<file path="src/pkg/idec_pkg.sv">
// constants and types shared by the instruction decode and execute block
package idec_pkg;
  localparam int INSTR_W = 14;
  localparam int OSC_PER_CYCLE = 4; // oscillator periods in one instruction cycle
  localparam logic [1:0] Q_LAST = 2'h3; // last quarter of a cycle
  // instruction classes in the two top bits
  localparam logic [1:0] CLS_BYTE = 2'h0;
  localparam logic [1:0] CLS_BIT = 2'h1;
  localparam logic [1:0] CLS_JUMP = 2'h2;
  localparam logic [1:0] CLS_LIT = 2'h3;
  // fixed control words under the all-zero prefix
  localparam logic [7:0] CW_RETURN = 8'h08;
  localparam logic [7:0] CW_RETURN_INT = 8'h09;
  localparam logic [7:0] CW_STANDBY = 8'h63;
  localparam logic [7:0] CW_CLEAR_WDT = 8'h64;
  localparam logic [7:0] CW_NOP_MASK = 8'h9f; // bits 6:5 are don't-care
  // status flag update mask {carry, digit carry, zero}
  localparam logic [2:0] FLAG_NONE = 3'h0;
  localparam logic [2:0] FLAG_Z = 3'h1;
  localparam logic [2:0] FLAG_C = 3'h4;
  localparam logic [2:0] FLAG_ALL = 3'h7;
  // register map, byte addresses
  localparam logic [7:0] OFS_CTRL = 8'h00;
  localparam logic [7:0] OFS_STATUS = 8'h04;
  localparam logic [7:0] OFS_COUNT = 8'h08;
  localparam logic [7:0] OFS_LAST = 8'h0c;
  localparam logic [31:0] CTRL_RESET = 32'h0000_0000;
  localparam logic [1:0] HTRANS_NONSEQ = 2'h2;
  typedef enum logic [5:0] {
    op_nop, op_move_accum_to_file, op_clear_file, op_clear_accum, op_file_minus_accum,
    op_decrement_file, op_or_accum_into_file, op_and_accum_file, op_exclusive_or_accum_file,
    op_add_accum_file, op_move_file, op_complement_file, op_increment_file,
    op_decrement_skip_zero, op_rotate_right_via_carry, op_rotate_left_via_carry,
    op_swap_nibbles, op_increment_skip_zero, op_bit_clear, op_bit_set,
    op_bit_test_skip_clear, op_bit_test_skip_set, op_call, op_jump_absolute,
    op_move_literal, op_return_with_literal, op_or_literal_accum, op_and_literal_accum,
    op_literal_minus_accum, op_add_literal_accum, op_return, op_return_from_int,
    op_standby, op_clear_watchdog
  } op_t;
endpackage : idec_pkg

</file>
<file path="src/hdl/instruction_decode_execute.sv">
// instruction decode and execution timing for a 14-bit accumulator instruction set
// Summary of operation
// - one cycle; skips and jumps add nop
// - instruction cycle equals four oscillator periods
// - top two bits pick instruction class
// - seven-bit file address in low bits
// - destination bit picks accumulator or file
// - three-bit field selects bit in file
// - don't-care opcode bits never change decode
// - call and jump carry eleven-bit target, two cycles
// - rotates through carry update carry only
// - or and xor with file update zero only
// - decrement/increment skip on zero, no flags
// - bit tests skip with nop when true
// - or literal into accumulator, zero flag, one cycle
// - return with literal loads accumulator, two cycles
// - literal minus accumulator updates carry, digit, zero
// - standby enters low power unless wake is high in the same cycle, sets timeout flag, clears powerdown flag
// - port read-modify-write takes pin levels
// - timer count write clears assigned prescaler
module instruction_decode_execute #(
  parameter logic [6:0] PCL_ADDR = 7'h02, // program counter low byte in the file
  parameter logic [6:0] TIMER_ADDR = 7'h01, // timer_zero_count in the file
  parameter logic [6:0] PORT_A_ADDR = 7'h05,
  parameter logic [6:0] PORT_B_ADDR = 7'h06
) (
  input wire logic sys_clk, // 50 MHz oscillator clock
  input wire logic arst_n, // async reset, active low
  input wire logic [13:0] instr_word, // word from program memory
  input wire logic [7:0] file_data, // operand read at the instruction's file address
  input wire logic prescaler_to_timer, // prescaler assigned to the timer
  input wire logic wake, // wake-up event from standby
  input wire logic [31:0] haddr, // ahb address
  input wire logic [1:0] htrans, // ahb transfer type
  input wire logic hwrite, // ahb write
  input wire logic [2:0] hsize, // ahb size
  input wire logic [31:0] hwdata, // ahb write data
  input wire logic hsel, // ahb select
  input wire logic hready, // ahb bus ready
  output logic [31:0] hrdata, // ahb read data
  output logic hreadyout, // ahb slave ready
  output logic hresp, // ahb response
  output logic fetch_strobe, // pulse: sample next instruction word
  output logic exec_strobe, // pulse: decoded outputs new
  output idec_pkg::op_t op_reg, // decoded operation
  output logic [6:0] file_addr_reg, // file operand address
  output logic dest_file_reg, // 1 result to file, 0 to accumulator
  output logic [2:0] bit_sel_reg, // bit position
  output logic [7:0] literal_reg, // eight-bit literal
  output logic [10:0] target_reg, // jump or call target
  output logic [2:0] flag_mask_reg, // {c, dc, z} updated
  output logic two_cycle_reg, // instruction takes two cycles
  output logic nop_cycle_reg, // current cycle forced to nop
  output logic read_pins_reg, // take port pins, not latch
  output logic prescaler_clear, // pulse: clear timer prescaler
  output logic wdt_clear, // pulse: clear watchdog
  output logic standby_reg, // core in standby
  output logic timeout_flag_reg, // timeout status flag
  output logic powerdown_flag_reg // powerdown status flag
);
  ////////////////////////////////////////////////////////////////////////
  // reset release through two flops
  logic rst_a_reg;
  logic rst_n;
  always_ff @(posedge sys_clk or negedge arst_n) begin
    if (!arst_n) begin
      rst_a_reg <= 1'b0;
      rst_n <= 1'b0;
    end else begin
      rst_a_reg <= 1'b1;
      rst_n <= rst_a_reg;
    end
  end

  ////////////////////////////////////////////////////////////////////////
  // register bus: zero wait, always okay
  logic run_reg;
  logic [15:0] count_reg;
  logic [13:0] last_reg;
  logic wr_pend_reg;
  logic [7:0] wr_addr_reg;
  logic [7:0] rd_addr;
  logic bus_take;
  assign bus_take = hsel && hready && (htrans == idec_pkg::HTRANS_NONSEQ);
  assign hreadyout = 1'b1;
  assign hresp = 1'b0;
  assign rd_addr = haddr[7:0];

  // address phase captured for the write data phase
  always_ff @(posedge sys_clk or negedge rst_n) begin
    if (!rst_n) begin
      wr_pend_reg <= 1'b0;
      wr_addr_reg <= 8'h00;
    end else begin
      wr_pend_reg <= bus_take && hwrite;
      wr_addr_reg <= rd_addr;
    end
  end

  // control: run enable gates the cycle divider
  always_ff @(posedge sys_clk or negedge rst_n) begin
    if (!rst_n) begin
      run_reg <= idec_pkg::CTRL_RESET[0];
    end else if (wr_pend_reg && wr_addr_reg == idec_pkg::OFS_CTRL) begin
      run_reg <= hwdata[0];
    end
  end

  // read data registered in the data phase; unmapped reads zero
  always_ff @(posedge sys_clk or negedge rst_n) begin
    if (!rst_n) begin
      hrdata <= 32'h0000_0000;
    end else if (bus_take && !hwrite) begin
      case (rd_addr)
        idec_pkg::OFS_CTRL: hrdata <= {31'h0000_0000, run_reg};
        idec_pkg::OFS_STATUS: hrdata <= {20'h00000, op_reg, standby_reg, timeout_flag_reg,
                                        powerdown_flag_reg, two_cycle_reg, nop_cycle_reg, read_pins_reg};
        idec_pkg::OFS_COUNT: hrdata <= {16'h0000, count_reg};
        idec_pkg::OFS_LAST: hrdata <= {18'h00000, last_reg};
        default: hrdata <= 32'h0000_0000;
      endcase
    end
  end

  ////////////////////////////////////////////////////////////////////////
  // quarter counter: four oscillator periods per instruction cycle
  logic [1:0] q_reg;
  logic go;
  logic cycle_end;
  assign go = run_reg && !standby_reg;
  assign cycle_end = go && (q_reg == idec_pkg::Q_LAST);
  assign fetch_strobe = go && (q_reg == 2'h0);
  always_ff @(posedge sys_clk or negedge rst_n) begin
    if (!rst_n) begin
      q_reg <= 2'h0;
    end else if (go) begin
      q_reg <= q_reg + 2'h1;
    end
  end

  ////////////////////////////////////////////////////////////////////////
  // combinational decode of the word at the end of the cycle
  idec_pkg::op_t op_next;
  logic [2:0] flag_next;
  logic dest_next;
  logic skip_next;
  logic rmw_next;
  logic [1:0] cls;
  logic [3:0] sub;
  logic dbit;
  logic [7:0] low;
  logic [6:0] fa;
  logic [2:0] bsel;
  assign cls = instr_word[13:12];
  assign sub = instr_word[11:8];
  assign dbit = instr_word[7];
  assign low = instr_word[7:0];
  assign fa = instr_word[6:0];
  assign bsel = instr_word[9:7];

  always_comb begin
    op_next = idec_pkg::op_nop;
    flag_next = idec_pkg::FLAG_NONE;
    dest_next = dbit;
    skip_next = 1'b0;
    rmw_next = 1'b1;
    case (cls)
      idec_pkg::CLS_BYTE: begin
        case (sub)
          4'h0: begin
            rmw_next = 1'b0;
            dest_next = dbit;
            if (dbit) op_next = idec_pkg::op_move_accum_to_file;
            else if (low == idec_pkg::CW_RETURN) op_next = idec_pkg::op_return;
            else if (low == idec_pkg::CW_RETURN_INT) op_next = idec_pkg::op_return_from_int;
            else if (low == idec_pkg::CW_STANDBY) op_next = idec_pkg::op_standby;
            else if (low == idec_pkg::CW_CLEAR_WDT) op_next = idec_pkg::op_clear_watchdog;
            else op_next = idec_pkg::op_nop;
          end
          4'h1: begin
            rmw_next = 1'b0;
            op_next = dbit ? idec_pkg::op_clear_file : idec_pkg::op_clear_accum;
            flag_next = idec_pkg::FLAG_Z;
          end
          4'h2: begin op_next = idec_pkg::op_file_minus_accum; flag_next = idec_pkg::FLAG_ALL; end
          4'h3: begin op_next = idec_pkg::op_decrement_file; flag_next = idec_pkg::FLAG_Z; end
          4'h4: begin op_next = idec_pkg::op_or_accum_into_file; flag_next = idec_pkg::FLAG_Z; end
          4'h5: begin op_next = idec_pkg::op_and_accum_file; flag_next = idec_pkg::FLAG_Z; end
          4'h6: begin op_next = idec_pkg::op_exclusive_or_accum_file; flag_next = idec_pkg::FLAG_Z; end
          4'h7: begin op_next = idec_pkg::op_add_accum_file; flag_next = idec_pkg::FLAG_ALL; end
          4'h8: begin op_next = idec_pkg::op_move_file; flag_next = idec_pkg::FLAG_Z; end
          4'h9: begin op_next = idec_pkg::op_complement_file; flag_next = idec_pkg::FLAG_Z; end
          4'ha: begin op_next = idec_pkg::op_increment_file; flag_next = idec_pkg::FLAG_Z; end
          4'hb: begin
            op_next = idec_pkg::op_decrement_skip_zero;
            skip_next = (file_data == 8'h01);
          end
          4'hc: begin op_next = idec_pkg::op_rotate_right_via_carry; flag_next = idec_pkg::FLAG_C; end
          4'hd: begin op_next = idec_pkg::op_rotate_left_via_carry; flag_next = idec_pkg::FLAG_C; end
          4'he: op_next = idec_pkg::op_swap_nibbles;
          4'hf: begin
            op_next = idec_pkg::op_increment_skip_zero;
            skip_next = (file_data == 8'hff);
          end
          default: op_next = idec_pkg::op_nop;
        endcase
        // writing the program counter low byte alters the flow
        if (dest_next && fa == PCL_ADDR && op_next != idec_pkg::op_nop) skip_next = 1'b1;
      end
      idec_pkg::CLS_BIT: begin
        dest_next = 1'b1;
        case (sub[3:2])
          2'h0: op_next = idec_pkg::op_bit_clear;
          2'h1: op_next = idec_pkg::op_bit_set;
          2'h2: begin
            op_next = idec_pkg::op_bit_test_skip_clear;
            dest_next = 1'b0;
            skip_next = !file_data[bsel];
          end
          default: begin
            op_next = idec_pkg::op_bit_test_skip_set;
            dest_next = 1'b0;
            skip_next = file_data[bsel];
          end
        endcase
      end
      idec_pkg::CLS_JUMP: begin
        rmw_next = 1'b0;
        dest_next = 1'b0;
        op_next = sub[3] ? idec_pkg::op_jump_absolute : idec_pkg::op_call;
        skip_next = 1'b1;
      end
      default: begin
        rmw_next = 1'b0;
        dest_next = 1'b0;
        // bits marked don't-care are simply not examined
        if (sub[3:2] == 2'h0) op_next = idec_pkg::op_move_literal;
        else if (sub[3:2] == 2'h1) begin
          op_next = idec_pkg::op_return_with_literal;
          skip_next = 1'b1;
        end else if (sub == 4'h8) begin
          op_next = idec_pkg::op_or_literal_accum;
          flag_next = idec_pkg::FLAG_Z;
        end else if (sub == 4'h9) begin
          op_next = idec_pkg::op_and_literal_accum;
          flag_next = idec_pkg::FLAG_Z;
        end else if (sub[3:1] == 3'h6) begin
          op_next = idec_pkg::op_literal_minus_accum;
          flag_next = idec_pkg::FLAG_ALL;
        end else if (sub[3:1] == 3'h7) begin
          op_next = idec_pkg::op_add_literal_accum;
          flag_next = idec_pkg::FLAG_ALL;
        end else op_next = idec_pkg::op_nop; // unlisted code runs as nop
      end
    endcase
    // returns always change the program counter
    if (op_next == idec_pkg::op_return || op_next == idec_pkg::op_return_from_int) skip_next = 1'b1;
  end

  ////////////////////////////////////////////////////////////////////////
  // decoded outputs, loaded once per instruction cycle
  logic pend_nop_reg;
  logic timer_write;
  assign timer_write = dest_next && fa == TIMER_ADDR && cls != idec_pkg::CLS_JUMP && cls != idec_pkg::CLS_LIT;
  always_ff @(posedge sys_clk or negedge rst_n) begin
    if (!rst_n) begin
      op_reg <= idec_pkg::op_nop;
      file_addr_reg <= 7'h00;
      dest_file_reg <= 1'b0;
      bit_sel_reg <= 3'h0;
      literal_reg <= 8'h00;
      target_reg <= 11'h000;
      flag_mask_reg <= idec_pkg::FLAG_NONE;
      two_cycle_reg <= 1'b0;
      nop_cycle_reg <= 1'b0;
      read_pins_reg <= 1'b0;
      pend_nop_reg <= 1'b0;
      exec_strobe <= 1'b0;
      prescaler_clear <= 1'b0;
      wdt_clear <= 1'b0;
      last_reg <= 14'h0000;
      count_reg <= 16'h0000;
    end else begin
      exec_strobe <= cycle_end;
      prescaler_clear <= 1'b0;
      wdt_clear <= 1'b0;
      if (cycle_end && pend_nop_reg) begin
        // second cycle of a two-cycle instruction: word discarded
        op_reg <= idec_pkg::op_nop;
        nop_cycle_reg <= 1'b1;
        two_cycle_reg <= 1'b0;
        dest_file_reg <= 1'b0;
        flag_mask_reg <= idec_pkg::FLAG_NONE;
        read_pins_reg <= 1'b0;
        pend_nop_reg <= 1'b0;
      end else if (cycle_end) begin
        op_reg <= op_next;
        file_addr_reg <= fa;
        dest_file_reg <= dest_next;
        bit_sel_reg <= bsel;
        literal_reg <= low;
        target_reg <= instr_word[10:0];
        flag_mask_reg <= flag_next;
        two_cycle_reg <= skip_next;
        nop_cycle_reg <= 1'b0;
        pend_nop_reg <= skip_next;
        read_pins_reg <= rmw_next && (fa == PORT_A_ADDR || fa == PORT_B_ADDR);
        prescaler_clear <= timer_write && prescaler_to_timer;
        wdt_clear <= (op_next == idec_pkg::op_clear_watchdog || op_next == idec_pkg::op_standby);
        last_reg <= instr_word;
        count_reg <= count_reg + 16'h0001;
      end
    end
  end

  ////////////////////////////////////////////////////////////////////////
  // standby and the timeout/powerdown flags; wake wins over a new entry
  always_ff @(posedge sys_clk or negedge rst_n) begin
    if (!rst_n) begin
      standby_reg <= 1'b0;
      timeout_flag_reg <= 1'b1;
      powerdown_flag_reg <= 1'b1;
    end else if (cycle_end && !pend_nop_reg && op_next == idec_pkg::op_standby) begin
      standby_reg <= !wake;
      timeout_flag_reg <= 1'b1;
      powerdown_flag_reg <= 1'b0;
    end else if (cycle_end && !pend_nop_reg && op_next == idec_pkg::op_clear_watchdog) begin
      timeout_flag_reg <= 1'b1;
      powerdown_flag_reg <= 1'b1;
    end else if (standby_reg && wake) begin
      standby_reg <= 1'b0;
    end
  end
endmodule : instruction_decode_execute

</file>
<file path="config.mk">
export PLATFORM = sky130hd
export DESIGN_NAME = instruction_decode_execute
export DESIGN_NICKNAME = d
export VERILOG_FILES = /design/src/pkg/idec_pkg.sv /design/src/hdl/instruction_decode_execute.sv
export SDC_FILE = /design/constraint.sdc
export NUM_CORES = 1
export LEC_CHECK = 0
export BUFFER_PORTS_ARGS = -buffer_cell sky130_fd_sc_hd__buf_4
export CAP_MARGIN = 15
export CORE_ASPECT_RATIO = 1.2
export CORE_MARGIN = 5
export CORE_UTILIZATION = 34
export CTS_BUF_LIST = sky130_fd_sc_hd__clkbuf_4
export DETAILED_ROUTE_END_ITERATION = 12
export HOLD_SLACK_MARGIN = 0.02
export PLACE_DENSITY_LB_ADDON = 0.08
export SYNTH_ARGS = -nofsm -noshare
export SYNTH_HDL_FRONTEND = slang
export SYNTH_SLANG_ARGS = --single-unit
</file>
<file path="constraint.sdc">
create_clock -name sys_clk -period 2.6 [get_ports sys_clk]
set_input_delay 0.26 -clock sys_clk [delete_from_list [all_inputs] [get_ports sys_clk]]
set_output_delay 0.26 -clock sys_clk [all_outputs]
set_load 0.005 [all_outputs]
</file>
Yosys cells after proc, flatten, opt, wreduce, memory -nomap -nowiden. Index checks and enable logic that the tools add are counted.

Output and inout port bits: 83. Flip-flop bits (word level): 124. Input bits: 98. Word-level logic and storage cells: 180.

Add/subtract/negate cells: 2. Reduce and logical (&&, ||, !) cells: 46. $lt $le $gt $ge: 1. Equal/unequal tests: 43. Mux-type cells: 62. Bitwise logic cells: 1.

Operators with widths (count): $pmux W6 S16 (1); $pmux W16 S4 (1); $mux W6 (8); $eq A4 B4 Y1 const B (8); $eq A8 B4 Y1 const B (4); $mux W5 (6); $mux W1 (28); $mux W3 (8); $logic_and A1 B1 Y1 (20); $pmux W3 S3 (2); $pmux W6 S3 (1); $add A16 B1 Y16 const B (1); $eq A4 B3 Y1 const B (4); $eq A8 B7 Y1 const B (2); $logic_not A8 Y1 (2); $eq A7 B3 Y1 const B (2); $eq A6 B5 Y1 const B (2); $eq A6 B6 Y1 const B (2); $reduce_or A2 Y1 (5); $eq A2 B2 Y1 const B (4); $eq A4 B2 Y1 const B (2); $eq A8 B1 Y1 const B (1); $eq A8 B3 Y1 const B (1); $eq A8 B8 Y1 const B (1); other kinds (21) (39).

Depth between registers and ports, before layout. Gate-level depths: netlist of run 1.

Depth in word-level cells: 15. Depth in mapped cells: 8. Mapped depth without buffers: 7.

Least setup slack after synthesis of run 1. OpenSTA, ideal clock, no wires.

Path kind: input-to-reg. Start: input port instr_word[7]. End: register pend_nop_reg. Arrival: 1755 ps. Required time: 2499 ps. Setup time: 101 ps. Stages on the path: 6. Setup slack: 744 ps. Path buffers: 1. Cells stage by stage: buf_6 or4b_4 o21ai_1 nand4_1 a221o_1 o311ai_2.

Cells in the longest elaborated chain, start to end: 15. Elaborated cells between the ends (all ways): 29. Classes of those cells: eq/ne: 6; mux: 18; reduce/logical: 5.

RTL lines: from (decl) (RTL line instruction_decode_execute.sv:29) `input wire logic [13:0] instr_word,`; $eq A8 B7 Y1 (RTL line instruction_decode_execute.sv:177) `else if (low == idec_pkg::CW_CLEAR_WDT) op_next = idec_pkg::op_clear_watchdog;`; $mux W6 (RTL line instruction_decode_execute.sv:177); $mux W6 (RTL line instruction_decode_execute.sv:176) `else if (low == idec_pkg::CW_STANDBY) op_next = idec_pkg::op_standby;`; $mux W6 (RTL line instruction_decode_execute.sv:175) `else if (low == idec_pkg::CW_RETURN_INT) op_next = idec_pkg::op_return_from_int;`; $mux W6 (RTL line instruction_decode_execute.sv:174) `else if (low == idec_pkg::CW_RETURN) op_next = idec_pkg::op_return;`; $mux W6 (RTL line instruction_decode_execute.sv:173) `if (dbit) op_next = idec_pkg::op_move_accum_to_file;`; $pmux W6 S16 (RTL line instruction_decode_execute.sv:169) `case (sub)`; $mux W6 (RTL line instruction_decode_execute.sv:167) `case (cls)`; $reduce_bool A6 Y1 (RTL line instruction_decode_execute.sv:208) `if (dest_next && fa == PCL_ADDR && op_next != idec_pkg::op_nop) skip_next = 1'b1;`; $logic_and A1 B1 Y1 (RTL line instruction_decode_execute.sv:208); $mux W1 (RTL line instruction_decode_execute.sv:208); $pmux W1 S3 (RTL line instruction_decode_execute.sv:167); $mux W1 (*) (RTL line instruction_decode_execute.sv:257) `if (op_next == idec_pkg::op_return || op_next == idec_pkg::op_return_from_int) skip_next = 1'b1;`; $mux W1 (*) (RTL line instruction_decode_execute.sv:296) `end else if (cycle_end) begin`; $mux W1 (*) (RTL line instruction_decode_execute.sv:287) `if (cycle_end && pend_nop_reg) begin`; to (signal assigned) (RTL line instruction_decode_execute.sv:306) `pend_nop_reg <= skip_next;`; to (decl) (RTL line instruction_decode_execute.sv:262) `logic pend_nop_reg;`.

Every way passes the cells marked *; elsewhere a longest branch is shown, timed or not. The select of a mux whose other input is x is not followed. A chain may end at the register's enable or synchronous reset.

Worst setup path after layout of run 1.
Start: input port instr_word[5]. End: register pend_nop_reg.

The elaborated chain is that of the path after synthesis.

==> results of run 1 <==
## path summary, 6_finish.rpt
kind                               startpoint          endpoint  slack, ns  depth (start not counted)
max reg2reg                       standby_reg     count_reg[14]       0.59                          5
max in group asynchronous               rst_n         op_reg[0]       1.64                          1
min reg2reg                             rst_n  file_addr_reg[5]       0.26                          0
max                             instr_word[5]      pend_nop_reg       0.46                          7
min                        prescaler_to_timer   prescaler_clear       0.06                          3
min in group asynchronous              arst_n             rst_n       0.14                          2
## critical path, cell delays in order
cell and delay (ns):
dlygate4sd3_1 0.54, buf_4 0.14, or3_1 0.45, o21ai_1 0.24, nand4_1 0.13, a221o_1 0.40
o311ai_2 0.30
## power groups by stage
stage | logic (mW) | registers (mW) | clock network (mW)
5_1_grt | 1.37 | 1.76 | 0.873
3_3_place_gp | 1.24 | 1.73 | 0
4_1_cts | 1.26 | 1.72 | 0.836
3_5_place_dp | 1.25 | 1.74 | 0
6_report | 1.24 | 1.71 | 0.806
2_1_floorplan | 0.861 | 1.66 | 0
## synthesized netlist by cell type, types with 5 or more instances
| cell | count |
|---|---|
| nor4_1 | 7 |
| nand2b_1 | 8 |
| o21ai_0 | 32 |
| nand2_1 | 81 |
| and3_1 | 5 |
| a22oi_1 | 11 |
| nand4_1 | 8 |
| dfrtp_1 | 77 |
| nor3_1 | 10 |
| nand3_1 | 10 |
| mux2_2 | 13 |
| buf_4 | 51 |
| nor2_1 | 7 |
| clkbuf_1 | 14 |
| ha_1 | 7 |
| inv_1 | 10 |
| xnor2_1 | 15 |
| a22o_1 | 5 |
| a21oi_1 | 10 |
## per-stage QoR
stage / area [µm²] / setup WS (ns) / power (mW)
after floorplan: 4380 / 0.269 / 2.52
after CTS: 5270 / 0.469 / 3.82
after global placement: 5000 / 0.363 / 2.97
final: 5270 / 0.465 / 3.75
after global routing: 5270 / 0.411 / 4.01
after detailed placement: 5000 / 0.354 / 2.99
## metal layers
layer / wire, µm / up-vias
met5: 0 / -
met4: 202 / 0
met3: 467 / 16
met2: 5990 / 83
met1: 5030 / 1666
li1: - / 1667
## final cells by class
| cell class | instances | area (µm²) |
|---|---|---|
| Clock inverter | 7 | 88.8 |
| Multi-Input combinational cell | 306 | 1920 |
| Clock buffer | 9 | 67.6 |
| Antenna cell | 1 | 2.50 |
| Fill cell | 1261 | 7290 |
| Inverter | 10 | 37.5 |
| Tap cell | 164 | 205 |
| Sequential cell | 78 | 1950 |
| Timing Repair Buffer | 127 | 993 |
## cells by family (layout without fill, tap and decap cells)
family	after synthesis	count (layout)	synth area share
buf+inv	81	153	0.121
other cells	2	21	0.00174
xor+xnor	19	19	0.0386
mux	19	19	0.0583
fa+ha+maj	7	7	0.0203
flops	78	78	0.453
simple gates	162	162	0.186
compound gates	79	79	0.121
## what timing repair did
| item | CTS | global route |
|---|---|---|
| hold endpoints to repair | 12 | 0 |
| endpoints found under the setup margin | 0 | 0 |
| hold buffers | 11 | 0 |
==> qor.txt, run 1 <==
Hold Fails Final Rpt -> 0
Worst path arrival time -> 2.45 ns
Slew Limit Fails -> 0
Met3 Use GR -> 0.0250
Top-area cell type share of the netlist area -> 0.447
Clock sink total -> 78
Root buffer cell -> clkbuf_4
PwrDens -> 712 nW/µm²
GRT busiest layer -> met2
Crit end category -> flip-flop
Detailed Routing Iterations Pass 1 -> 5
Period utilisation layout -> 0.821
Sequential power share -> 0.455
Global-route wire length before repair -> 18,500 µm
Port Buffers -> 103
Relative slew slack -> 0.551
Clock Skew -> 0.0263 ns
Drt wl/cell -> 16.7 µm
Routed Antenna Nets -> 0
Die Wd -> 113 µm
Synthesized area -> 4310 µm²
#FFs+latches synth -> 78
Clock power share -> 0.215
Max cap viols -> 0
Vias -> 3,432
TritonCTS clock tree -> yes
Die height -> 133 µm
HP Class -> in -> reg
Switching power -> 1.24 mW
Synth warn -> 0
Max Clock Freq -> 468 MHz
Total track usage -> 0.154
Worst VDD drop -> 0.208 mV
Synth Flop Type -> dfrtp_1
Clock Tree Buf Depth -> 2
Finished Layout Cells -> 702
Post-Place Cells -> 674
Met1 usage -> 0.193
Met2 global-route usage -> 0.266
Initial antenna violation count -> 1
RSZ-0062 raised after global routing -> false
Total CTS buffers -> 9
# DRC -> 0
Run status -> completed
Core Util, Final -> 0.420
Layout cells sized above 1 -> 0.289
H-tree levels -> 3
Cell count after synthesis -> 447
Clock slew at reported path FFs -> 0.14 ns
Hpwl dp -> 8840 µm
Leakage -> 2.49 nW
Worst-Margin Slew -> 0.657 ns
Power share of the combinational group -> 0.330
Sum Neg Setup Slack -> 0 ns
Final setup viols -> 0
Sequential share of the synthesized area -> 0.453
Io pins -> 181
WP data required -> 2.92 ns
Gpl congestion -> 0.816
Core area -> 12,600 µm²
P_int -> 2.51 mW
Post-cts sizing count -> 0
Largest area contributor in the netlist -> dfrtp_1
Die Area -> 15,000 µm²
Largest net degree at the start of global routing -> 37
Number of flops mapped to enable cells by yosys -> 0
Startpoint Class -> input pin
Crit Path Max Fanout -> 4
Rows -> 45
Starting density of the core -> 0.343
Synth cell types -> 56
Number of global-route vias before repair -> 3,530
Post-CTS Setup Inserts -> 0
Final min period -> 2.14 ns
Initial DRC Count -> 135
Setup CP Type -> in -> reg
Min Hold Slack -> 0.0589 ns
GRT overflow -> 0
Switch share -> 0.330
Fraction of registers with async set/reset -> 1.00
Commonest cells after routing, fill and taps aside -> 115 x buf_4, 81 x nand2_1, 76 x dfrtp_1
Most common cell after layout, fill and taps aside -> buf_4
Nets -> 637
Syn avg cell area -> 9.65 µm²
Vias per std cell -> 4.89
Main area contributors after synthesis -> dfrtp_1 45%, buf_4 8.9%, nand2_1 7.1%
Post-Route WL -> 11,700 µm
Clk_lat worst skew -> 0.43 ns
P&R area growth vs syn -> 22.2%
Power figures use the tool's default switching activity.
==> run 2, diff against run 1 <==
==> constraint.sdc (replaced) <==
create_clock -name sys_clk -period 1.9 [get_ports sys_clk]
set_input_delay 0.19 -clock sys_clk [delete_from_list [all_inputs] [get_ports sys_clk]]
set_output_delay 0.19 -clock sys_clk [all_outputs]
set_load 0.005 [all_outputs]
==> run 2 against run 1 <==
Effect of this change:
- cell area increased by 3.4%
- global-route usage increased by 0.35 points
- sequential power increased by 36%
- clock-buffer cell count increased by 1
- die area unchanged
- total power increased by 30%
- critical path depth unchanged
- non-clock buffer count increased by 28
- largest cell class unchanged
- largest power group unchanged
==> qor.txt, run 2 (synthesized netlist as in run 1, its figures left out) <==
Run status -> completed
Finished Layout Cells -> 728
PwrDens -> 894 nW/µm²
Post-Route WL -> 11,700 µm
Gpl congestion -> 0.835
Clk_lat worst skew -> 0.42 ns
Setup CP Type -> reg -> reg
Worst path arrival time -> 2.11 ns
Slew Limit Fails -> 0
Total track usage -> 0.158
Largest net degree at the start of global routing -> 77
H-tree levels -> 3
Final min period -> 1.79 ns
Hpwl dp -> 8980 µm
Fin area -> 5450 µm²
Sum Neg Setup Slack -> 0 ns
Crit path to -> count_reg[15]
Core area -> 12,600 µm²
Commonest cells after routing, fill and taps aside -> 137 x buf_4, 80 x nand2_1, 76 x dfrtp_1
Global-route wire length before repair -> 19,000 µm
Final setup viols -> 0
Die Area -> 15,000 µm²
Worst VDD drop -> 0.322 mV
Initial antenna violation count -> 1
Clock slew at reported path FFs -> 0.11 ns
HP Class -> in -> reg
Vias -> 3,490
Layout cells sized above 1 -> 0.316
Placed cell area -> 5160 µm²
Worst-Margin Slew -> 0.622 ns
Rows -> 45
Crit end category -> flip-flop
Number of global-route vias before repair -> 3,637
Most common cell after layout, fill and taps aside -> buf_4
Relative slew slack -> 0.585
Max cap viols -> 0
Clock Skew -> 0.0151 ns
Io pins -> 181
RSZ-0062 raised after global routing -> false
Startpoint Class -> flip-flop
# DRC -> 0
Routed Antenna Nets -> 0
End of the worst register-to-register path -> count_reg[15]
Total CTS buffers -> 9
Reg2reg path depth -> 7
TritonCTS clock tree -> yes
Die height -> 133 µm
Worst Setup SP -> q_reg[0]
P&R area growth vs syn -> 26.3%
Max Clock Freq -> 558 MHz
Clock Tree Buf Depth -> 2
Drt wl/cell -> 16.1 µm
Port Buffers -> 103
GRT overflow -> 0
Crit Path Max Fanout -> 4
Post-Place Cells -> 695
Clock sink total -> 78
Detailed Routing Iterations Pass 1 -> 4
Hold Fails Final Rpt -> 0
Period utilisation layout -> 0.943
Nets -> 665
Worst R2R Start -> q_reg[0]
Initial DRC Count -> 198
R2r setup slk -> 0.11 ns
Starting density of the core -> 0.343
Vias per std cell -> 4.79
Leakage -> 2.61 nW
Root buffer cell -> clkbuf_4
Die Wd -> 113 µm
WP data required -> 2.22 ns
[run 2: cell types whose count changed in the layout (fill, tap and decap cells not counted), sizes merged]
| cell | change |
|---|---|
| bufinv | -2 |
| clkinv | +1 |
| buf | +22 |
| dlygate4sd3 | +6 |
| clkinvlp | -2 |
| clkbuf | +1 |
[run 2: timing repair]
item | 4_1_cts | 5_1_grt
hold buffers | 17 | 0
buffers inserted | 0 | 1
endpoints found under the setup margin | 0 | 13
hold endpoints to repair | 17 | 0
gates resized for setup | 0 | 5
[run 2: final cells by class]
class                      count  area [µm²]
clock buffer                  10        75.1
fill                        1248        7110
antenna                        1        2.50
multi-input combinational    306        1940
clock inverter                 4        16.3
timing repair buffer         155        1220
tap                          164         205
sequential                    78        1950
inverter                      10        37.5
[run 2: power by group]
| group | switching, mW | internal [mW] |
|---|---|---|
| Clock | 0.529 | 0.256 |
| Sequential | 0.335 | 1.98 |
| Combinational | 0.781 | 0.984 |
[run 2: per-stage QoR]
stage | power (mW) | hold slack [ns] | utilization | worst slack (ns)
4_1_cts | 4.95 | 0.0320 | 0.431 | 0.0311
3_5_place_dp | 4.12 | -0.0272 | 0.411 | -0.131
2_1_floorplan | 3.45 | -0.106 | - | 0.0781
3_3_place_gp | 4.11 | -0.0272 | 0.411 | -0.110
5_1_grt | 5.23 | 0.0547 | 0.434 | 0.0291
6_report | 4.87 | 0.0646 | 0.434 | 0.108
[run 2: worst max-delay path, stage by stage (launching register included)]
cell	delay (ns)
dfrtp_1	0.36
ha_1	0.21
nor4bb_4	0.30
nand3_1	0.18
nor4_1	0.21
buf_4	0.18
nand4_1	0.11
xnor2_1	0.14
[run 2: worst min-delay path by stage]
stage / startpoint / to / slack (ns) / depth (start not counted)
floorplan: arst_n / rst_a_reg / -0.11 / 0
global placement: arst_n / rst_a_reg / -0.03 / 1
detailed placement: arst_n / rst_a_reg / -0.03 / 1
CTS: htrans[0] / wr_pend_reg / 0.03 / 3
global route: instr_word[3] / prescaler_clear / 0.05 / 3
finish: htrans[0] / wr_pend_reg / 0.06 / 3
[run 2: routing by layer]
| layer | wire length (µm) | GRT usage | part of all wire |
|---|---|---|---|
| met3 | 498 | 0.0323 | 0.043 |
| met4 | 122 | 0.0441 | 0.010 |
| met1 | 5020 | 0.195 | 0.43 |
| met2 | 6060 | 0.278 | 0.52 |
| met5 | 0 | 0 | 0 |
==> run 3, diff against run 2 <==
--- a/config.mk
+++ b/config.mk
@@ -7,9 +7,11 @@
 export LEC_CHECK = 0
 export BUFFER_PORTS_ARGS = -buffer_cell sky130_fd_sc_hd__buf_4
 export CAP_MARGIN = 15
-export CORE_ASPECT_RATIO = 1.2
+export CELL_PAD_IN_SITES_DETAIL_PLACEMENT = 1
+export CELL_PAD_IN_SITES_GLOBAL_PLACEMENT = 1
+export CORE_ASPECT_RATIO = 0.5
 export CORE_MARGIN = 5
-export CORE_UTILIZATION = 34
+export CORE_UTILIZATION = 33
 export CTS_BUF_LIST = sky130_fd_sc_hd__clkbuf_4
 export DETAILED_ROUTE_END_ITERATION = 12
 export HOLD_SLACK_MARGIN = 0.02
==> run 3 against run 2 <==
Effect of this change:
- utilization rose by 0.28 points
- critical path depth is 1 lower
- wire length grew 9.7%
- flip-flop and latch count unchanged
- clock power rose by 30%
- sequential share of layout area fell by 0.69 points
==> qor.txt, run 3 (synthesized netlist as in run 1, its figures left out) <==
Run status -> completed
# DRC -> 0
Max cap viols -> 0
Vias -> 3,532
PwrDens -> 928 nW/µm²
HP Class -> in -> async
Setup CP Type -> in -> reg
Total CTS buffers -> 9
Crit Path Max Fanout -> 4
P_int -> 3.39 mW
Core area -> 12,700 µm²
Most common cell after layout, fill and taps aside -> buf_4
Worst VDD drop -> 0.303 mV
Slew Limit Fails -> 0
Global-route wire length before repair -> 20,300 µm
Clock power share -> 0.197
Starting density of the core -> 0.339
Met2 global-route usage -> 0.248
Max Clock Freq -> 541 MHz
Detailed Routing Iterations Pass 1 -> 4
Crit-path cells -> dlygate4sd3_1, buf_4, or3_4, or3_1, a221oi_2, mux2_2
Commonest cells after routing, fill and taps aside -> 145 x buf_4, 81 x nand2_1, 74 x dfrtp_1
Slowest cell delay on critical path -> 0.55 ns
Nets -> 672
Gpl congestion -> 0.760
Reg2reg path depth -> 6
Routed Antenna Nets -> 0
Met1 usage -> 0.247
Die Area -> 15,600 µm²
Worst slack, placed -> -0.0583 ns
Hpwl dp -> 9700 µm
TritonCTS clock tree -> yes
Die Wd -> 172 µm
Period utilisation layout -> 0.973
Root buffer cell -> clkbuf_4
Sequential power share -> 0.453
Worst R2R Start -> standby_reg
Clock Tree Buf Depth -> 2
Clock slew at reported path FFs -> 0.13 ns
Total track usage -> 0.166
Post-Route WL -> 12,800 µm
Rows -> 29
Met3 Use GR -> 0.0310
Switch share -> 0.343
Final min period -> 1.85 ns
Port Buffers -> 103
Worst Setup SP -> instr_word[6]
Antenna Cells -> 0
Clock sink total -> 78
Fillers -> 1,460
Switching power -> 1.77 mW
Overall power -> 5.16 mW
Fin worst setup slack -> 0.0521 ns
Initial DRC Count -> 175
Worst path arrival time -> 2.24 ns
Final setup viols -> 0
Hold Fails Final Rpt -> 0
Leakage -> 2.65 nW
H-tree levels -> 3
Reg area -> 1960 µm²
Crit path to -> powerdown_flag_reg
GRT busiest layer -> met2
P&R area growth vs syn -> 28.9%
Io pins -> 181
Multi-input gate area -> 1950 µm²
Layout cells sized above 1 -> 0.337
Number of global-route vias before repair -> 3,656
RSZ-0062 raised after global routing -> false
Initial antenna violation count -> 0
Crit end category -> flip-flop
Slowest-stage cell, CP -> dlygate4sd3_1
R2r setup slk -> 0.13 ns
WP data required -> 2.29 ns
Drt wl/cell -> 17.3 µm
Vias per std cell -> 4.76
Power share of the combinational group -> 0.350
Largest net degree at the start of global routing -> 77
GRT overflow -> 0
Startpoint Class -> input pin
Clock Skew -> 0.0232 ns
Die height -> 90.8 µm
Clk_lat worst skew -> 0.44 ns
End of the worst register-to-register path -> pend_nop_reg
==> run 3: cell count changes in the layout (fill, tap and decap cells not counted), sizes merged <==
cell         before  now
buf             138  146
bufinv            0    1
clkinv            4    3
clkinvlp          0    2
diode             1    0
dlygate4sd3      17   16
==> run 3: power groups by stage <==
stage	combinational, mW	sequential, mW	clock, mW
after floorplan	1.18	2.27	0
after global routing	1.99	2.41	1.13
after detailed placement	1.79	2.38	0
after CTS	1.82	2.35	1.07
after global placement	1.77	2.37	0
final	1.81	2.34	1.02
==> run 3: what timing repair did <==
item	in CTS	in global routing
hold buffers	16	0
setup buffers	0	1
gates resized for setup	0	8
hold endpoints to repair	15	0
endpoints found under the setup margin	0	14
==> run 3: area by class of cell <==
type                       count  area share
clock buffer                  10      0.0135
clock inverter                 6      0.0113
inverter                      10     0.00675
multi-input combinational    306       0.350
sequential                    78       0.352
tap                          170      0.0383
timing repair buffer         162       0.228
==> run 3: worst min path at each step <==
stage	from	endpoint	slack, ns
floorplan	arst_n	rst_a_reg	-0.11
global placement	arst_n	rst_a_reg	-0.03
global route	instr_word[5]	file_addr_reg[5]	0.04
CTS	arst_n	rst_n	0.02
finish	arst_n	rst_n	0.06
detailed placement	arst_n	rst_a_reg	-0.02
==> run 3: layer usage <==
layer	vias up	wire, µm
li1	1733	-
met2	83	5530
met5	-	0
met3	11	566
met1	1705	6630
met4	0	109
==> run 3: worst max-delay path, delay by kind of cell <==
family / cells / cell delay (ns)
and+or+nand+nor: 2 / 0.75
buffers and inverters: 2 / 0.69
AOI/OAI and AO/OA: 1 / 0.38
muxes: 1 / 0.23
==> run 3: per-stage QoR <==
step	setup TNS, ns	hold WS (ns)	utilization	area, µm²	std cells
floorplan	0	-0.106	-	4380	465
global placement	-0.0908	-0.0276	0.410	5220	709
detailed placement	-0.146	-0.0223	0.410	5220	709
CTS	0	0.0240	0.434	5520	741
global route	0	0.0404	0.436	5560	742
finish	0	0.0617	0.436	5560	742
